## src/hw/slp_pkg.sv

```systemverilog
// constants, types and register map of the serial link procedure controller
`default_nettype none
package slp_pkg;
  // control characters
  localparam logic [7:0] CH_STX = 8'h02;
  localparam logic [7:0] CH_ETX = 8'h03;
  localparam logic [7:0] CH_DLE = 8'h10;
  localparam logic [7:0] CH_NAK = 8'h15;
  // register byte addresses
  localparam logic [7:0] ADR_CTRL = 8'h00;
  localparam logic [7:0] ADR_CFG0 = 8'h04;
  localparam logic [7:0] ADR_CFG1 = 8'h08;
  localparam logic [7:0] ADR_STAT = 8'h0c;
  localparam logic [1:0] BANK_TXBUF = 2'h1;
  localparam logic [1:0] BANK_RXBUF = 2'h2;
  // control bits
  localparam int CTRL_START = 0;
  localparam int CTRL_CHK = 1;
  localparam int CTRL_HIPRIO = 2;
  localparam int CTRL_RXREL = 3;
  localparam int CTRL_ERRCLR = 4;
  // status fields
  localparam int STAT_BUSY = 0;
  localparam int STAT_DONE = 1;
  localparam int STAT_RXFULL = 2;
  localparam int STAT_ERR_LSB = 8;
  localparam int STAT_RLEN_LSB = 16;
  // reset values of the configuration
  localparam logic [15:0] RST_ACK_MS = 16'h07d0;
  localparam logic [15:0] RST_GAP_MS = 16'h00dc;
  localparam logic [3:0] RST_ATTEMPTS = 4'h6;
  localparam logic [3:0] RST_REPEATS = 4'h6;
  // error codes in the status report word
  localparam logic [7:0] ERR_NONE = 8'h00;
  localparam logic [7:0] ERR_CONN = 8'h01;
  localparam logic [7:0] ERR_TX_REP = 8'h02;
  localparam logic [7:0] ERR_IDLE_CHAR = 8'h03;
  localparam logic [7:0] ERR_RX_OVF = 8'h04;
  localparam logic [7:0] ERR_RX_GAP = 8'h05;
  localparam logic [7:0] ERR_RX_REP = 8'h06;
  localparam logic [7:0] ERR_NOBUF = 8'h07;
  localparam logic [7:0] ERR_NO_REPEAT = 8'h08;
  // timing
  localparam int CLK_HZ = 40_000_000;
  localparam int TICK_MS = 1;
  localparam int CYC_PER_MS = CLK_HZ / 1000 * TICK_MS;
  localparam logic [15:0] BUF_WAIT_MS = 16'd400;
  localparam logic [15:0] REPEAT_WAIT_MS = 16'd4000;

  typedef struct packed {
    logic [15:0] ack_ms;
    logic [15:0] gap_ms;
    logic [3:0]  attempts;
    logic [3:0]  repeats;
    logic        chk;
    logic        hiprio;
  } slp_cfg_s;

  typedef enum logic [4:0] {
    S_RST_NAK  = 5'h00, S_IDLE    = 5'h01, S_IDLE_GAP = 5'h02,
    S_TX_STX   = 5'h03, S_TX_CONN = 5'h04, S_TX_DATA  = 5'h05,
    S_TX_DLE2  = 5'h06, S_TX_ETX  = 5'h07, S_TX_BCC   = 5'h08,
    S_TX_ACK   = 5'h09, S_TX_GAP  = 5'h0a, S_NAK_RETRY = 5'h0b,
    S_NAK_END  = 5'h0c, S_RX_BUF  = 5'h0d, S_RX_DLE   = 5'h0e,
    S_RX_DATA  = 5'h0f, S_RX_CHK  = 5'h10, S_RX_ACK   = 5'h11,
    S_RX_NAK   = 5'h12, S_RX_REP  = 5'h13
  } slp_state_e;
endpackage
`default_nettype wire
```

## src/hw/slp_link_ctrl.sv

```systemverilog
// link procedure controller: send and receive state machine with wishbone registers
//
// Local design decisions: the address map and register access over Wishbone.
`default_nettype none
// Functional notes
// - send job starts with STX; data follows only on DLE before ack timeout
// - NAK, other character or ack timeout repeats the connection request
// - after configured failed attempts send NAK and report connection error
// - frame characters go back to back; receiver checks every gap
// - payload byte equal to DLE is sent twice
// - payload followed by DLE ETX, check byte in checksum variant, then await ack
// - check byte is XOR of doubled stream after STX through DLE ETX
// - DLE after frame end is success; anything else restarts from STX
// - after configured repetitions abandon job, send NAK, report error
// - NAK while sending aborts the frame and repeats from STX without sending NAK
// - other character while sending: wait gap timeout, send NAK, restart STX
// - without pending job stay idle waiting for partner connection
// - idle non-STX non-NAK character: wait gap timeout, send NAK, report error
// - STX with free buffer: reply DLE, store characters, undouble DLE pairs
// - buffer full before frame end ends the connection with NAK
// - character gap timeout in reception sends NAK and reports error
// - basic variant ends on DLE ETX, answers DLE and returns idle, or NAK and awaits repeat
// - checksum variant compares check byte; match gives DLE, else NAK and repeat
// - no free buffer on STX: wait 400 ms, then DLE or error NAK idle
// - faulty character in reception: receive to frame end, then NAK
// - abandon reception after configured repeats or no repeat within 4 s
// - one NAK is sent right after reset
// - simultaneous STX: low priority side yields and acknowledges with DLE
// - character framing is done by the line serializer outside this block
module slp_link_ctrl #(
  parameter int CYC_PER_MS = slp_pkg::CYC_PER_MS,
  parameter int DEPTH      = 16
) (
  // clock and reset
  input  wire logic        clk_i,
  input  wire logic        rst_i,
  // wishbone slave
  input  wire logic        wb_cyc_i,
  input  wire logic        wb_stb_i,
  input  wire logic        wb_we_i,
  input  wire logic [7:0]  wb_adr_i,
  input  wire logic [31:0] wb_dat_i,
  input  wire logic [3:0]  wb_sel_i,
  output logic [31:0]      wb_dat_o,
  output logic             wb_ack_o,
  // character transmitter
  output logic [7:0]       tx_data_o,
  output logic             tx_valid_o,
  input  wire logic        tx_ready_i,
  // character receiver
  input  wire logic [7:0]  rx_data_i,
  input  wire logic        rx_valid_i,
  input  wire logic        rx_err_i
);
  localparam int IW = $clog2(DEPTH + 1);
  localparam logic [IW-1:0] IDX_FULL = IW'(DEPTH);

  function automatic logic [31:0] wb_merge(input logic [31:0] o, input logic [31:0] n,
                                           input logic [3:0] s);
    logic [31:0] r;
    r = o;
    for (int b = 0; b < 4; b++) if (s[b]) r[8*b +: 8] = n[8*b +: 8];
    return r;
  endfunction

  // registers
  slp_pkg::slp_state_e state_q, state_d;
  slp_pkg::slp_cfg_s   cfg_q, cfg_d;
  logic [31:0]   cfg0_q, cfg1_q, ctrl_q;
  logic [7:0]    txbuf [DEPTH];
  logic [7:0]    rxbuf [DEPTH];
  logic [7:0]    txd_q, txd_d, bcc_q, bcc_d, err_q, rlen_q;
  logic          txp_q, txp_d, bad_q, bad_d, dle_q, dle_d;
  logic          job_q, done_q, rxfull_q, ack_q;
  logic [IW-1:0] idx_q, idx_d;
  logic [3:0]    conn_q, conn_d, rep_q, rep_d;
  // fsm strobes
  logic          tmr_load, rx_we, job_clr, done_set, rxfull_set;
  logic [15:0]   tmr_ms;
  logic [7:0]    err_code;
  // bus decode
  logic          wb_req, wb_wr, wr_ctrl, wr_cfg0, wr_cfg1, wr_txb;
  logic [31:0]   ctrl_w, rd_mux, stat_w;
  logic          tick, tmo;
  logic [7:0]    c, tx_byte;
  logic          rep_last, conn_last;

  slp_ms_tick #(.CYC_PER_MS(CYC_PER_MS)) u_tick (
    .clk_i  (clk_i),
    .rst_i  (rst_i),
    .tick_o (tick)
  );

  slp_ms_timer u_timer (
    .clk_i     (clk_i),
    .rst_i     (rst_i),
    .tick_i    (tick),
    .load_i    (tmr_load),
    .ms_i      (tmr_ms),
    .expired_o (tmo)
  );

  // wishbone decode, one wait state
  assign wb_req  = wb_cyc_i && wb_stb_i && !ack_q;
  assign wb_wr   = wb_req && wb_we_i;
  assign wr_ctrl = wb_wr && wb_adr_i == slp_pkg::ADR_CTRL;
  assign wr_cfg0 = wb_wr && wb_adr_i == slp_pkg::ADR_CFG0;
  assign wr_cfg1 = wb_wr && wb_adr_i == slp_pkg::ADR_CFG1;
  assign wr_txb  = wb_wr && wb_adr_i[7:6] == slp_pkg::BANK_TXBUF && wb_sel_i[0];
  assign ctrl_w  = wb_merge(ctrl_q, wb_dat_i, wb_sel_i);
  assign stat_w  = {8'h0, rlen_q, err_q, 5'h0, rxfull_q, done_q, job_q};
  assign wb_ack_o = ack_q;

  always_comb begin
    rd_mux = 32'h0;
    unique case (wb_adr_i[7:6])
      2'h0: begin
        if (wb_adr_i == slp_pkg::ADR_CTRL) rd_mux = {30'h0, ctrl_q[1:0] & 2'h2};
        else if (wb_adr_i == slp_pkg::ADR_CFG0) rd_mux = cfg0_q;
        else if (wb_adr_i == slp_pkg::ADR_CFG1) rd_mux = cfg1_q;
        else if (wb_adr_i == slp_pkg::ADR_STAT) rd_mux = stat_w;
      end
      slp_pkg::BANK_TXBUF: rd_mux = {24'h0, txbuf[wb_adr_i[5:2]]};
      slp_pkg::BANK_RXBUF: rd_mux = {24'h0, rxbuf[wb_adr_i[5:2]]};
      2'h3: rd_mux = 32'h0;
    endcase
  end

  always_ff @(posedge clk_i) begin
    if (rst_i) begin
      ack_q    <= 1'b0;
      wb_dat_o <= 32'h0;
      ctrl_q   <= 32'h0;
      cfg0_q   <= {slp_pkg::RST_GAP_MS, slp_pkg::RST_ACK_MS};
      cfg1_q   <= {24'h0, slp_pkg::RST_REPEATS, slp_pkg::RST_ATTEMPTS};
    end else begin
      ack_q    <= wb_req;
      wb_dat_o <= wb_req ? rd_mux : 32'h0;
      if (wr_ctrl) ctrl_q <= ctrl_w & 32'h6;
      if (wr_cfg0) cfg0_q <= wb_merge(cfg0_q, wb_dat_i, wb_sel_i);
      if (wr_cfg1) cfg1_q <= wb_merge(cfg1_q, wb_dat_i, wb_sel_i) & 32'hffff;
    end
  end

  always_ff @(posedge clk_i) begin
    if (wr_txb) txbuf[wb_adr_i[5:2]] <= wb_dat_i[7:0];
    if (rx_we) rxbuf[idx_q[IW-2:0]] <= c;
  end

  // sticky flags: the hardware set wins over a software clear
  always_ff @(posedge clk_i) begin
    if (rst_i) begin
      job_q    <= 1'b0;
      done_q   <= 1'b0;
      rxfull_q <= 1'b0;
      err_q    <= slp_pkg::ERR_NONE;
    end else begin
      if (wr_ctrl && ctrl_w[slp_pkg::CTRL_START]) job_q <= 1'b1;
      else if (job_clr) job_q <= 1'b0;
      if (done_set) done_q <= 1'b1;
      else if (wr_ctrl && ctrl_w[slp_pkg::CTRL_START]) done_q <= 1'b0;
      if (rxfull_set) rxfull_q <= 1'b1;
      else if (wr_ctrl && ctrl_w[slp_pkg::CTRL_RXREL]) rxfull_q <= 1'b0;
      // only the first error is kept until cleared
      if (wr_ctrl && ctrl_w[slp_pkg::CTRL_ERRCLR]) err_q <= err_code;
      else if (err_q == slp_pkg::ERR_NONE) err_q <= err_code;
    end
  end

  assign c         = rx_data_i;
  assign tx_byte   = txbuf[idx_q[IW-2:0]];
  assign tx_data_o = txd_q;
  assign tx_valid_o = txp_q;
  assign rep_last  = (5'(rep_q) + 5'h1) >= 5'(cfg_q.repeats);
  assign conn_last = (5'(conn_q) + 5'h1) >= 5'(cfg_q.attempts);

  always_comb begin
    state_d = state_q;
    cfg_d = cfg_q;
    txd_d = txd_q;
    txp_d = txp_q && !tx_ready_i;
    bcc_d = bcc_q;
    bad_d = bad_q;
    dle_d = dle_q;
    idx_d = idx_q;
    conn_d = conn_q;
    rep_d = rep_q;
    tmr_load = 1'b0;
    tmr_ms = cfg_q.gap_ms;
    rx_we = 1'b0;
    job_clr = 1'b0;
    done_set = 1'b0;
    rxfull_set = 1'b0;
    err_code = slp_pkg::ERR_NONE;
    unique case (state_q)
      slp_pkg::S_RST_NAK: if (!txp_q) begin
        txp_d = 1'b1;
        txd_d = slp_pkg::CH_NAK;
        state_d = slp_pkg::S_IDLE;
      end
      slp_pkg::S_IDLE: begin
        cfg_d = {cfg0_q[15:0], cfg0_q[31:16], cfg1_q[3:0], cfg1_q[7:4],
                 ctrl_q[slp_pkg::CTRL_CHK], ctrl_q[slp_pkg::CTRL_HIPRIO]};
        rep_d = 4'h0;
        conn_d = 4'h0;
        if (rx_valid_i && c == slp_pkg::CH_STX) begin
          tmr_load = 1'b1;
          tmr_ms = slp_pkg::BUF_WAIT_MS;
          state_d = rxfull_q ? slp_pkg::S_RX_BUF : slp_pkg::S_RX_DLE;
        end else if (rx_valid_i && c != slp_pkg::CH_NAK) begin
          tmr_load = 1'b1;
          tmr_ms = cfg0_q[31:16];
          state_d = slp_pkg::S_IDLE_GAP;
        end else if (job_q) begin
          state_d = slp_pkg::S_TX_STX;
        end
      end
      slp_pkg::S_IDLE_GAP: if (tmo) begin
        err_code = slp_pkg::ERR_IDLE_CHAR;
        state_d = slp_pkg::S_NAK_END;
      end
      slp_pkg::S_TX_STX: if (!txp_q) begin
        txp_d = 1'b1;
        txd_d = slp_pkg::CH_STX;
        bcc_d = 8'h0;
        idx_d = '0;
        tmr_load = 1'b1;
        tmr_ms = cfg_q.ack_ms;
        state_d = slp_pkg::S_TX_CONN;
      end
      slp_pkg::S_TX_CONN: begin
        if (rx_valid_i && c == slp_pkg::CH_DLE && !rx_err_i) begin
          state_d = slp_pkg::S_TX_DATA;
        end else if (rx_valid_i && c == slp_pkg::CH_STX && !cfg_q.hiprio) begin
          // yield; the job stays pending for after this connection
          rep_d = 4'h0;
          tmr_load = 1'b1;
          tmr_ms = slp_pkg::BUF_WAIT_MS;
          state_d = rxfull_q ? slp_pkg::S_RX_BUF : slp_pkg::S_RX_DLE;
        end else if ((rx_valid_i && c != slp_pkg::CH_STX) || tmo) begin
          if (conn_last) begin
            err_code = slp_pkg::ERR_CONN;
            job_clr = 1'b1;
            state_d = slp_pkg::S_NAK_END;
          end else begin
            conn_d = conn_q + 4'h1;
            state_d = slp_pkg::S_TX_STX;
          end
        end
      end
      slp_pkg::S_TX_DATA, slp_pkg::S_TX_DLE2, slp_pkg::S_TX_ETX, slp_pkg::S_TX_BCC: begin
        if (rx_valid_i) begin
          tmr_load = 1'b1;
          tmr_ms = cfg_q.gap_ms;
          state_d = slp_pkg::S_TX_GAP;
          if (c == slp_pkg::CH_NAK && !rx_err_i) begin
            if (rep_last) begin
              err_code = slp_pkg::ERR_TX_REP;
              job_clr = 1'b1;
              state_d = slp_pkg::S_NAK_END;
            end else begin
              rep_d = rep_q + 4'h1;
              state_d = slp_pkg::S_TX_STX;
            end
          end
        end else if (!txp_q) begin
          txp_d = 1'b1;
          unique case (state_q)
            slp_pkg::S_TX_DATA: begin
              if (idx_q == IW'(cfg1_q[15:8]) || idx_q == IDX_FULL) begin
                txd_d = slp_pkg::CH_DLE;
                state_d = slp_pkg::S_TX_ETX;
              end else begin
                txd_d = tx_byte;
                idx_d = idx_q + IW'(1);
                if (tx_byte == slp_pkg::CH_DLE) state_d = slp_pkg::S_TX_DLE2;
              end
            end
            slp_pkg::S_TX_DLE2: begin
              txd_d = slp_pkg::CH_DLE;
              state_d = slp_pkg::S_TX_DATA;
            end
            slp_pkg::S_TX_ETX: begin
              txd_d = slp_pkg::CH_ETX;
              tmr_load = !cfg_q.chk;
              tmr_ms = cfg_q.ack_ms;
              state_d = cfg_q.chk ? slp_pkg::S_TX_BCC : slp_pkg::S_TX_ACK;
            end
            default: begin
              txd_d = bcc_q;
              tmr_load = 1'b1;
              tmr_ms = cfg_q.ack_ms;
              state_d = slp_pkg::S_TX_ACK;
            end
          endcase
          if (state_q != slp_pkg::S_TX_BCC) bcc_d = bcc_q ^ txd_d;
        end
      end
      slp_pkg::S_TX_ACK: begin
        if (rx_valid_i && c == slp_pkg::CH_DLE && !rx_err_i) begin
          done_set = 1'b1;
          job_clr = 1'b1;
          state_d = slp_pkg::S_IDLE;
        end else if (rx_valid_i || tmo) begin
          if (rep_last) begin
            err_code = slp_pkg::ERR_TX_REP;
            job_clr = 1'b1;
            state_d = slp_pkg::S_NAK_END;
          end else begin
            rep_d = rep_q + 4'h1;
            state_d = slp_pkg::S_TX_STX;
          end
        end
      end
      slp_pkg::S_TX_GAP: begin
        if (rx_valid_i) tmr_load = 1'b1;
        else if (tmo) begin
          if (rep_last) begin
            err_code = slp_pkg::ERR_TX_REP;
            job_clr = 1'b1;
            state_d = slp_pkg::S_NAK_END;
          end else begin
            rep_d = rep_q + 4'h1;
            state_d = slp_pkg::S_NAK_RETRY;
          end
        end
      end
      slp_pkg::S_NAK_RETRY, slp_pkg::S_NAK_END: if (!txp_q) begin
        txp_d = 1'b1;
        txd_d = slp_pkg::CH_NAK;
        state_d = (state_q == slp_pkg::S_NAK_RETRY) ? slp_pkg::S_TX_STX : slp_pkg::S_IDLE;
      end
      slp_pkg::S_RX_BUF: begin
        if (!rxfull_q) state_d = slp_pkg::S_RX_DLE;
        else if (tmo) begin
          err_code = slp_pkg::ERR_NOBUF;
          state_d = slp_pkg::S_NAK_END;
        end
      end
      slp_pkg::S_RX_DLE: if (!txp_q) begin
        txp_d = 1'b1;
        txd_d = slp_pkg::CH_DLE;
        idx_d = '0;
        bcc_d = 8'h0;
        bad_d = 1'b0;
        dle_d = 1'b0;
        tmr_load = 1'b1;
        state_d = slp_pkg::S_RX_DATA;
      end
      slp_pkg::S_RX_DATA: begin
        if (rx_valid_i) begin
          tmr_load = 1'b1;
          bcc_d = bcc_q ^ c;
          if (rx_err_i) bad_d = 1'b1;
          if (dle_q && c == slp_pkg::CH_ETX) begin
            dle_d = 1'b0;
            if (cfg_q.chk) state_d = slp_pkg::S_RX_CHK;
            else state_d = (bad_q || rx_err_i) ? slp_pkg::S_RX_NAK : slp_pkg::S_RX_ACK;
          end else if (c == slp_pkg::CH_DLE && !dle_q) begin
            dle_d = 1'b1;
          end else begin
            dle_d = 1'b0;
            if (dle_q && c != slp_pkg::CH_DLE) bad_d = 1'b1;
            if (idx_q == IDX_FULL) begin
              err_code = slp_pkg::ERR_RX_OVF;
              state_d = slp_pkg::S_NAK_END;
            end else begin
              rx_we = 1'b1;
              idx_d = idx_q + IW'(1);
            end
          end
        end else if (tmo) begin
          err_code = slp_pkg::ERR_RX_GAP;
          state_d = slp_pkg::S_NAK_END;
        end
      end
      slp_pkg::S_RX_CHK: begin
        if (rx_valid_i) begin
          if (c == bcc_q && !bad_q && !rx_err_i) state_d = slp_pkg::S_RX_ACK;
          else state_d = slp_pkg::S_RX_NAK;
        end else if (tmo) begin
          err_code = slp_pkg::ERR_RX_GAP;
          state_d = slp_pkg::S_NAK_END;
        end
      end
      slp_pkg::S_RX_ACK: if (!txp_q) begin
        txp_d = 1'b1;
        txd_d = slp_pkg::CH_DLE;
        rxfull_set = 1'b1;
        state_d = slp_pkg::S_IDLE;
      end
      slp_pkg::S_RX_NAK: if (!txp_q) begin
        txp_d = 1'b1;
        txd_d = slp_pkg::CH_NAK;
        tmr_load = 1'b1;
        tmr_ms = slp_pkg::REPEAT_WAIT_MS;
        if (rep_last) begin
          err_code = slp_pkg::ERR_RX_REP;
          state_d = slp_pkg::S_IDLE;
        end else begin
          rep_d = rep_q + 4'h1;
          state_d = slp_pkg::S_RX_REP;
        end
      end
      slp_pkg::S_RX_REP: begin
        if (rx_valid_i && c == slp_pkg::CH_STX) state_d = slp_pkg::S_RX_DLE;
        else if (tmo) begin
          err_code = slp_pkg::ERR_NO_REPEAT;
          state_d = slp_pkg::S_IDLE;
        end
      end
      default: state_d = slp_pkg::S_IDLE;
    endcase
  end

  // framing bits are added by the serializer behind tx_data_o
  always_ff @(posedge clk_i) begin
    if (rst_i) begin
      state_q <= slp_pkg::S_RST_NAK;
      cfg_q <= '0;
      txd_q <= 8'h0;
      txp_q <= 1'b0;
      bcc_q <= 8'h0;
      bad_q <= 1'b0;
      dle_q <= 1'b0;
      idx_q <= '0;
      conn_q <= 4'h0;
      rep_q <= 4'h0;
      rlen_q <= 8'h0;
    end else begin
      state_q <= state_d;
      cfg_q <= cfg_d;
      txd_q <= txd_d;
      txp_q <= txp_d;
      bcc_q <= bcc_d;
      bad_q <= bad_d;
      dle_q <= dle_d;
      idx_q <= idx_d;
      conn_q <= conn_d;
      rep_q <= rep_d;
      if (rxfull_set) rlen_q <= 8'(idx_q);
    end
  end
endmodule
`default_nettype wire

```

## src/hw/slp_ms_tick.sv

```systemverilog
// one-cycle millisecond tick from the system clock
`default_nettype none
module slp_ms_tick #(
  parameter int CYC_PER_MS = slp_pkg::CYC_PER_MS
) (
  // clock and reset
  input  wire logic clk_i,
  input  wire logic rst_i,
  // tick out
  output logic      tick_o
);
  localparam logic [31:0] LAST = 32'(CYC_PER_MS - 1);
  logic [31:0] cnt_q;

  assign tick_o = (cnt_q == LAST);

  always_ff @(posedge clk_i) begin
    if (rst_i || tick_o) cnt_q <= 32'h0;
    else cnt_q <= cnt_q + 32'h1;
  end
endmodule
`default_nettype wire

```

## src/hw/slp_ms_timer.sv

```systemverilog
// millisecond down counter with restart and expiry flag
`default_nettype none
module slp_ms_timer (
  // clock and reset
  input  wire logic        clk_i,
  input  wire logic        rst_i,
  // control
  input  wire logic        tick_i,
  input  wire logic        load_i,
  input  wire logic [15:0] ms_i,
  // state
  output logic             expired_o
);
  logic [15:0] cnt_q;
  logic        run_q;

  // resolution is one tick, so a wait may end up to 1 ms early
  assign expired_o = run_q && (cnt_q == 16'h0);

  always_ff @(posedge clk_i) begin
    if (rst_i) begin
      cnt_q <= 16'h0;
      run_q <= 1'b0;
    end else if (load_i) begin
      cnt_q <= ms_i;
      run_q <= 1'b1;
    end else if (tick_i && cnt_q != 16'h0) begin
      cnt_q <= cnt_q - 16'h1;
    end
  end
endmodule
`default_nettype wire

```

## config.mk

```make
export PLATFORM = sky130hd
export DESIGN_NAME = slp_link_ctrl
export DESIGN_NICKNAME = d
export VERILOG_FILES = /design/src/hw/slp_pkg.sv /design/src/hw/slp_link_ctrl.sv /design/src/hw/slp_ms_tick.sv /design/src/hw/slp_ms_timer.sv
export SDC_FILE = /design/constraint.sdc
export NUM_CORES = 1
export LEC_CHECK = 0
export BUFFER_PORTS_ARGS = -buffer_cell sky130_fd_sc_hd__buf_2
export CAP_MARGIN = 10
export CELL_PAD_IN_SITES_DETAIL_PLACEMENT = 0
export CELL_PAD_IN_SITES_GLOBAL_PLACEMENT = 1
export CORE_AREA = 2 2 163 324
export DETAILED_ROUTE_END_ITERATION = 7
export DIE_AREA = 0 0 165 326
export PLACE_DENSITY = 0.87
export SLEW_MARGIN = 20
export SYNTH_ARGS = -nofsm -noshare
export SYNTH_HDL_FRONTEND = slang
export SYNTH_HIERARCHICAL = 1
export SYNTH_SLANG_ARGS = --single-unit
export TNS_END_PERCENT = 5
```

## constraint.sdc

```tcl
create_clock -name clk_i -period 2.7 [get_ports clk_i]
set_input_delay 0.135 -clock clk_i [delete_from_list [all_inputs] [get_ports clk_i]]
set_output_delay 0.135 -clock clk_i [all_outputs]
set_load 0.01 [all_outputs]
```

# Yosys cells after proc, flatten, opt, wreduce, memory -nomap -nowiden
# Memory sizes are Yosys's and may differ from the RTL's. A register that Yosys moved wholly into a read port is not among the register bits.
# Cells that the tools add are included.
classes:
  eq_ne: 74
  bitwise_logic: 3
  n_addsub: 7
  reduce_logical: 79
  order_cmp: 2
  mux: 185
ops:
  columns: ["op", "n"]
  rows:
  - ["5-bit two-way mux", 39]
  - ["16-bit two-way mux", 11]
  - ["8-bit two-way mux", 20]
  - ["32-bit case mux with 4 select lines", 1]
  - ["4-bit two-way mux", 21]
  - ["16-bit case mux with 5 select lines", 1]
  - ["8-bit case mux with 10 select lines", 1]
  - ["5-bit case mux with 15 select lines", 1]
  - ["32-bit two-way mux", 2]
  - ["2-bit != test, second input constant", 28]
  - ["1-bit two-way mux", 53]
  - ["8-bit case mux with 3 select lines", 2]
  - ["21-bit two-way mux", 2]
  - ["5-bit by 4-bit equality test with 1-bit output, second input constant", 8]
  - ["32-bit by 1-bit adder with 32-bit output, second input constant", 1]
  - ["32-bit by 16-bit equality test with 1-bit output, second input constant", 1]
  - ["8-bit case mux with 4 select lines", 1]
  - ["5-bit case mux with 3 select lines", 2]
  - ["3-bit two-way mux", 9]
  - ["1-bit logical AND", 26]
  - ["5-bit equality test, second input constant", 5]
  - ["8-bit by 5-bit equality test with 1-bit output, second input constant", 3]
  - ["4-bit case mux with 6 select lines", 1]
  - ["2-bit two-way mux", 11]
  - ["48 further kinds", 100]
word_totals:
  output_inout_bits: 42
  inputBits: 60
  mem_count: 2
  ff_bits: 227
  word_cells: 384
  mem_bits_rw: 256
mem_list:
  columns: ["memory", "words", "word_bits", "rd", "rd_clocked_by_memory_dff", "wr", "line", "source"]
  rows:
  - ["rxbuf", 16, 8, 1, 0, 1, "slp_link_ctrl.sv:71", "logic [7:0] rxbuf [DEPTH];"]
  - ["txbuf", 16, 8, 2, 1, 1, "slp_link_ctrl.sv:70", "logic [7:0] txbuf [DEPTH];"]

# Longest topological paths before layout
# Gate-level depths: netlist of run 1.
depth:
  depth_word: 12
  mapped_depth: 13
  mapped_depth_nobuf: 11

# By module
# The synthesis of run 1 kept the hierarchy.
by_module_without_submodules:
  columns: ["mod", "area_each_um2", "seq_area_each_um2", "n_inst", "cells_per_inst"]
  rows:
  - ["slp_link_ctrl", 20143.1, 11250.8, 1, 1660]
  - ["slp_ms_tick", 1586.5, 640.6, 1, 185]
  - ["slp_ms_timer", 1076.0, 340.3, 1, 119]

# Worst setup path before layout of run 1
# No wires, ideal clock.
synth_path:
  path_kind: "flip-flop to flip-flop"
  startpoint: "reg state_q[0]"
  endpoint: "reg u_timer.cnt_q[0]"
  slack_ns: -0.252
  n_path_buf: 6
  t_required_ns: 2.560
  path_stages_with_launch: 13
  arrival_time_ns: 2.812
  path_cell_list: "dfxtp_1 -> clkbuf_1 -> clkbuf_1 -> buf_1 -> clkbuf_1 -> o41ai_1 -> a22o_1 -> nand2_1 -> nand3_1 -> inv_1 -> clkbuf_1 -> clkbuf_1 -> a211oi_1"
synth_between:
  elab_chain_cells: 7
  elab_cells_between_ends: 25
synth_rtl:
  columns: ["element", "line", "source"]
  rows:
  - ["from (decl)", "slp_link_ctrl.sv:67", "slp_pkg::slp_state_e state_q, state_d;"]
  - ["from (signal assigned)", "slp_link_ctrl.sv:419", "state_q <= slp_pkg::S_RST_NAK;"]
  - ["from (signal assigned)", "slp_link_ctrl.sv:431", "state_q <= state_d;"]
  - ["5-bit by 3-bit equality test with 1-bit output", "slp_link_ctrl.sv:195, slp_link_ctrl.sv:268", null]
  - ["2-bit OR reduction (no line)", null, null]
  - ["1-bit case mux with 2 select lines", "slp_link_ctrl.sv:268", "unique case (state_q)"]
  - ["1-bit two-way mux", "slp_link_ctrl.sv:266", "end else if (!txp_q) begin"]
  - ["1-bit two-way mux", "slp_link_ctrl.sv:252", "if (rx_valid_i) begin"]
  - ["1-bit case mux with 5 select lines (*)", "slp_link_ctrl.sv:195", "unique case (state_q)"]
  - ["via tmr_load", "slp_link_ctrl.sv:78", "logic tmr_load, rx_we, job_clr, done_set, rxfull_set;"]
  - ["16-bit two-way mux or 2-bit nonzero test (tied branches)", null, null]
  - ["to (signal assigned)", "slp_ms_timer.sv:25", "cnt_q <= ms_i;"]
  - ["to (signal assigned)", "slp_ms_timer.sv:28", "cnt_q <= cnt_q - 16'h1;"]
  - ["to (decl)", "slp_ms_timer.sv:14", "logic [15:0] cnt_q;"]
# Mark *: on every way through the listed nets, which the timed path passes. The rest lies on a longest branch.
# A chain may end at the register's enable or synchronous reset.

==> metrics.cfg, run 1 <==
[die]
die-area_um2 = 53800
initial_core_util_pct = 44.3
rows = 118
die_h_um = 326
ioPinCount = 102
die_x_um = 165
core_area_um2 = 51500

[synth]
syn_avg_cell_area_um2 = 11.6
synth_cells = 1964
synth.distinct_cells = 92
yosysTopAreaCellShare_pct = 33.7
syn_area_um2 = 22800
ys_ff_latch = 483
synth_edf_count = 256
synth.yosys.seq_area_share_pct = 53.6
syn_nets = 2040
synthFlopType = edfxtp_1
netlist_top_cells_area = edfxtp_1 (34%), dfxtp_1 (20%), mux4_2 (9.5%)
yosys_warnings = 6
yosysTopAreaCell = edfxtp_1
synth-async-reset-ratio_pct = 0

[timing]
fmax_ghz = 0.345
period_needed_ns = 2.90
worst_slew_pin_slew_ns = 1.13
setup_viol = 6
drv_slew = 0
fin_skew_ns = 0.0209
maxSlewHeadroom_pct = 24.4
rsz0062_at_grt = true
hold_viol = 0
post-route-period-util_pct = 108
setup_tns_ns = -0.773
setup_ws_ns = -0.203

[cells_and_area]
nets = 2345
finish.utilization_pct = 53.4
syn2layout_area_growth_pct = 20.7
layout_common_cells = edfxtp_1 (256), buf_4 (247), dfxtp_1 (223), nand2_1 (200), nor2_1 (194)
final_cells = 2965
drive_above_1_share_pct = 26.6
mostFrequentLayoutCell = edfxtp_1

[power_and_ir_drop]
vdd_drop_max_uv = 971
power-per-cell-area_nw_per_um2 = 630
p_leak_uw = 0.00989
p_total_uw = 17400

[setup_path]
worstPathCellList = buf_6 -> buf_12 -> clkbuf_16 -> mux4_2 -> a22o_1 -> a221oi_2 -> or4_4 -> o41a_1 -> or2_4 -> o211a_1
required_ns = 3.18
path_class = register to register
crit_family = simple AND/OR/NAND/NOR gates
crit_buf_inv = 3
cp_slowest_cell = or4_4
endpoint_kind = register
cp-start-kind = register
crit_fanout = 7
cpPeakStageDelay_ns = 0.54
arrival_ns = 3.38

[cts]
insertion_delay_ns = 0.59
clkSinkCount = 483
clk_path_buf_depth = 3
path_clk_slew_ns = 0.07
root_buffer = clkbuf_16
cts_tree = done
cts_buffers = 43
h-tree-depth = 2

[detailed_routing]
wl_mm = 75.1
ant_nets = 0
vias_per_cell = 6.05
drtIter0Drc = 1589
wl_per_cell_um = 25.3
drtPass1Iterations = 6
num_vias = 17940
drc = 0

[min_path]
hp-class = input pin to register

[global_route]
groute.usage.overall_pct = 27.9
antenna_found_initial = 3
grt_max_degree = 85
grt_pass1_vias = 18330
grt-ovfl-total = 0
grt_pass1_wl_mm = 112

[place]
gp_congestion = 1.04
hpwl_mm = 55.2
dp_cells = 2846
numPortBuffers = 101

[status]
outcome = finished, violations left
violations = setup timing

[flow_run]
max_cap_viol_count = 0

-- worst paths after layout --
| check | startpoint | to | slack, ns | cells past startpoint |
|---|---|---|---|---|
| setup / recovery | register | state_q[0] | -0.20 | 10 |
| hold / removal | wb_dat_i[1] | txbuf[14][1] | 0.03 | 1 |
| setup reg to reg | register | state_q[0] | -0.20 | 10 |
| hold reg to reg | u_tick/cnt_q[0] | u_tick/cnt_q[0] | 0.44 | 1 |
-- what timing repair did --
action                     4_1_cts  5_1_grt
pin swaps                        2        7
buffers inserted                 4        2
hold buffers                    31        0
cloned                           0        1
setup endpoints to repair       24      164
hold endpoints to repair       104        0
resized for setup               16       37
-- logic make-up after synthesis --
kind of cell	synth area share [%]
xor gates and xnor gates	1.92
adders and majority gates	0.878
and+or+nand+nor	14.5
buffers and inverters	2.90
DFF	53.6
muxes	14.5
AOI/OAI and AO/OA	11.6
-- per-stage QoR --
step                      worst slack [ns]  cell area (um2)  hold WS, ns
after global placement              -0.220            25600        0.366
after global routing                -0.240            27500       0.0288
final                               -0.203            27500       0.0260
after floorplan                     -0.210            22800        0.204
after CTS                           -0.154            27400      0.00784
after detailed placement            -0.309            25600        0.380
-- power by group --
group	internal (uW)	switching (uW)	total (uW)
logic	1270	1890	3160
clock network	3340	2850	6180
registers	7890	119	8010
-- cells in the mapped netlist (20+ instances only) --
library cell,instances
xnor2_1,24
inv_1,24
nand4_1,27
xor2_1,26
a22oi_1,53
edfxtp_1,256
o21ai_0,64
clkbuf_1,98
nor2_1,196
and2_1,20
nand2_1,202
mux4_2,96
nor3_1,34
dfxtp_1,227
a211oi_1,22
a21oi_1,117
nand3_1,29
mux2i_1,81
-- cell type report --
| class | count | area [um2] |
|---|---|---|
| Clock inverter | 29 | 273 |
| Clock buffer | 50 | 1130 |
| Sequential cell | 483 | 12200 |
| Multi-Input combinational cell | 1323 | 10000 |
| Fill cell | 4229 | 24000 |
| Antenna cell | 2 | 5.00 |
| Timing Repair Buffer | 391 | 2920 |
| Inverter | 27 | 103 |
| Tap cell | 660 | 826 |
-- per-layer routing --
| layer | GRT usage, % | vias up | share of wire, % |
|---|---|---|---|
| li1 | - | 8063 | - |
| met1 | 27.9 | 8779 | 32 |
| met2 | 51.2 | 810 | 54 |
| met3 | 3.74 | 286 | 5.0 |
| met4 | 21.0 | 2 | 8.8 |
| met5 | 0 | - | 0.017 |
-- flip-flops by register name, indices dropped and copies added (netlist names), 2 cells and up, named ones only --
register	cells
rxbuf	128
state_q	5
cfg1_q	16
err_q	4
wb_dat_o	32
u_timer/cnt_q	16
tx_data_o	8
idx_q	5
ctrl_q	2
bcc_q	8
u_tick/cnt_q	32
rlen_q	5
conn_q	4
cfg0_q	32
txbuf	128
cfg_q	42
rep_q	4
(Power assumes the default switching activity.)
==> run 2: changes to the inputs <==
--- a/config.mk
+++ b/config.mk
@@ -9,10 +9,10 @@
 export CAP_MARGIN = 10
 export CELL_PAD_IN_SITES_DETAIL_PLACEMENT = 0
 export CELL_PAD_IN_SITES_GLOBAL_PLACEMENT = 1
-export CORE_AREA = 2 2 163 324
+export CORE_AREA = 2 2 155 308
 export DETAILED_ROUTE_END_ITERATION = 7
-export DIE_AREA = 0 0 165 326
-export PLACE_DENSITY = 0.87
+export DIE_AREA = 0 0 157 310
+export PLACE_DENSITY = 0.9
 export SLEW_MARGIN = 20
 export SYNTH_ARGS = -nofsm -noshare
 export SYNTH_HDL_FRONTEND = slang
==> constraint.sdc (replaced) <==
create_clock -name clk_i -period 2.9 [get_ports clk_i]
set_input_delay 0.145 -clock clk_i [delete_from_list [all_inputs] [get_ports clk_i]]
set_output_delay 0.145 -clock clk_i [all_outputs]
set_load 0.01 [all_outputs]
==> metrics.cfg, run 2 (synthesis results as in run 1) <==
[timing]
setup_viol = 2  ; -4
fmax_ghz = 0.341  ; -1.1%
fin_skew_ns = 0.0197  ; -0.00122 ns
rsz0062_at_grt = true
hold_viol = 0  ; unchanged
drv_slew = 0  ; unchanged
maxSlewHeadroom_pct = 31.8  ; +7.4 points
period_needed_ns = 2.93  ; +0.0310 ns
setup_tns_ns = -0.0479  ; +0.726 ns
post-route-period-util_pct = 101  ; -6.3 points
worst_slew_pin_slew_ns = 1.02  ; -0.111 ns
setup_ws_ns = -0.0338  ; +0.169 ns

[detailed_routing]
vias_per_cell = 6.18  ; +2.1%
ant_nets = 0  ; unchanged
wl_per_cell_um = 23.5  ; -7.4%
drtPass1Iterations = 5  ; -1
wl_mm = 66.8  ; -11%
num_vias = 17587  ; -2.0%
drtIter0Drc = 1752  ; +10%
drc = 0  ; unchanged

[setup_path]
reg2reg_slack_ns = -0.03  ; +0.17 ns
cp-start-kind = register
crit_fanout = 7  ; unchanged
arrival_ns = 3.38  ; about the same
r2r_end = state_q[1]
required_ns = 3.35  ; +0.17 ns
path_class = register to register
rr_worst_depth = 9  ; -1
endpoint_kind = register

[status]
violations = setup timing
outcome = finished, violations left

[cts]
cts_buffers = 44  ; +2.3%
clkSinkCount = 483  ; unchanged
clk_path_buf_depth = 3  ; unchanged
h-tree-depth = 2  ; unchanged
path_clk_slew_ns = 0.07  ; about the same
root_buffer = clkbuf_16
insertion_delay_ns = 0.58  ; about the same
cts_tree = done

[global_route]
grt-ovfl-total = 0  ; unchanged
groute.usage.overall_pct = 27.4  ; -0.53 points
grt_pass1_vias = 17337  ; -5.4%
grt_max_degree = 129  ; +52%
antenna_found_initial = 1  ; -2
grt_pass1_wl_mm = 101  ; -9.0%

[power_and_ir_drop]
p_leak_uw = 0.00944  ; -4.5%
power-per-cell-area_nw_per_um2 = 592  ; -6.0%
vdd_drop_max_uv = 583  ; -40%

[die]
ioPinCount = 102  ; unchanged
die_h_um = 310  ; -4.9%
die_x_um = 157  ; -4.8%
rows = 112  ; -5.1%
die-area_um2 = 48700  ; -9.5%
core_area_um2 = 46400  ; -10%
initial_core_util_pct = 49.2  ; +4.9 points

[min_path]
holdPathStages = 1  ; unchanged
hp-class = input pin to register
hold_start = wb_dat_i[6]
hold_end = txbuf[1][6]

[cells_and_area]
syn2layout_area_growth_pct = 17.1
multi_input_area_um2 = 9960  ; -0.62%
drive_above_1_share_pct = 22.8  ; -3.8 points
fillers = 3752  ; -11%
finish.utilization_pct = 57.6  ; +4.2 points
layout_common_cells = edfxtp_1 (256), dfxtp_1 (226), nand2_1 (201), nor2_1 (195), buf_4 (163)
mostFrequentLayoutCell = edfxtp_1
final_cell_area_um2 = 26700  ; -2.9%
nets = 2258  ; -3.7%
seqCellArea_um2 = 12200  ; about the same

[place]
numPortBuffers = 101  ; unchanged
dpl_cell_area_um2 = 25000  ; -2.4%
hpwl_mm = 46.3  ; -16%
gp_congestion = 0.978  ; -6.1%

[flow_run]
max_cap_viol_count = 0  ; unchanged

[run 2: cell types whose count changed in the layout (fill, tap and decap cells not counted), sizes merged, moves of 2 or more]
cell	delta
clkinvlp	-5
clkinv	-3
clkbuf	+11
dlygate4sd3	-2
buf	-85
bufinv	-2
[run 2: through the flow]
step                      hold WS [ns]  power [uW]  instances  worst slack [ns]
after detailed placement         0.365       10100       2733            -0.180
after CTS                     0.000605       15800       2845           -0.0296
after global placement           0.354       10100       2732            -0.127
after global routing            0.0117       16300       2845            -0.121
final                           0.0178       15800       2846           -0.0338
after floorplan                  0.214        9250       1964           -0.0192
[run 2: where the power goes]
part	switching, uW	internal [uW]
Combinational	1570	1020
Sequential	145	7350
Clock	2650	3100
[run 2: metal layers]
layer,vias to the layer above,GRT usage [%],routed length [um]
met5,-,0,0
met4,0,10.1,2620
met3,164,5.50,5570
met2,869,45.9,32600
met1,8667,35.2,26000
li1,7887,-,-
[run 2: final cells by class]
class	instances	share of cell area [%]
Sequential cell	483	45.8
Clock buffer	62	4.60
Timing Repair Buffer	303	8.34
Multi-Input combinational cell	1323	37.3
Clock inverter	20	0.637
Tap cell	627	2.94
Inverter	27	0.379
Antenna cell	1	0.00937
[run 2: what timing repair did]
action,CTS,global route
pin swaps,0,1
setup buffers,1,0
setup endpoints to repair,6,144
resized for setup,9,9
endpoints found under the hold margin,54,0
hold buffers,29,0
[run 2: worst max-delay path by stage]
stage	start	end	cells after the start
detailed placement	register	state_q[1]	9
global route	register	state_q[1]	9
CTS	register	state_q[1]	9
finish	register	state_q[1]	9
floorplan	u_timer/cnt_q[5]	rep_q[2]	10
global placement	register	state_q[0]	8
[run 2: worst max-delay path: stages (launching register included)]
cell	delay, ns
dfxtp_4	0.42
buf_8	0.15
mux4_2	0.51
a22oi_2	0.18
nand2_2	0.10
or4_4	0.57
o41a_1	0.37
buf_4	0.17
o211ai_1	0.23
o31ai_2	0.10
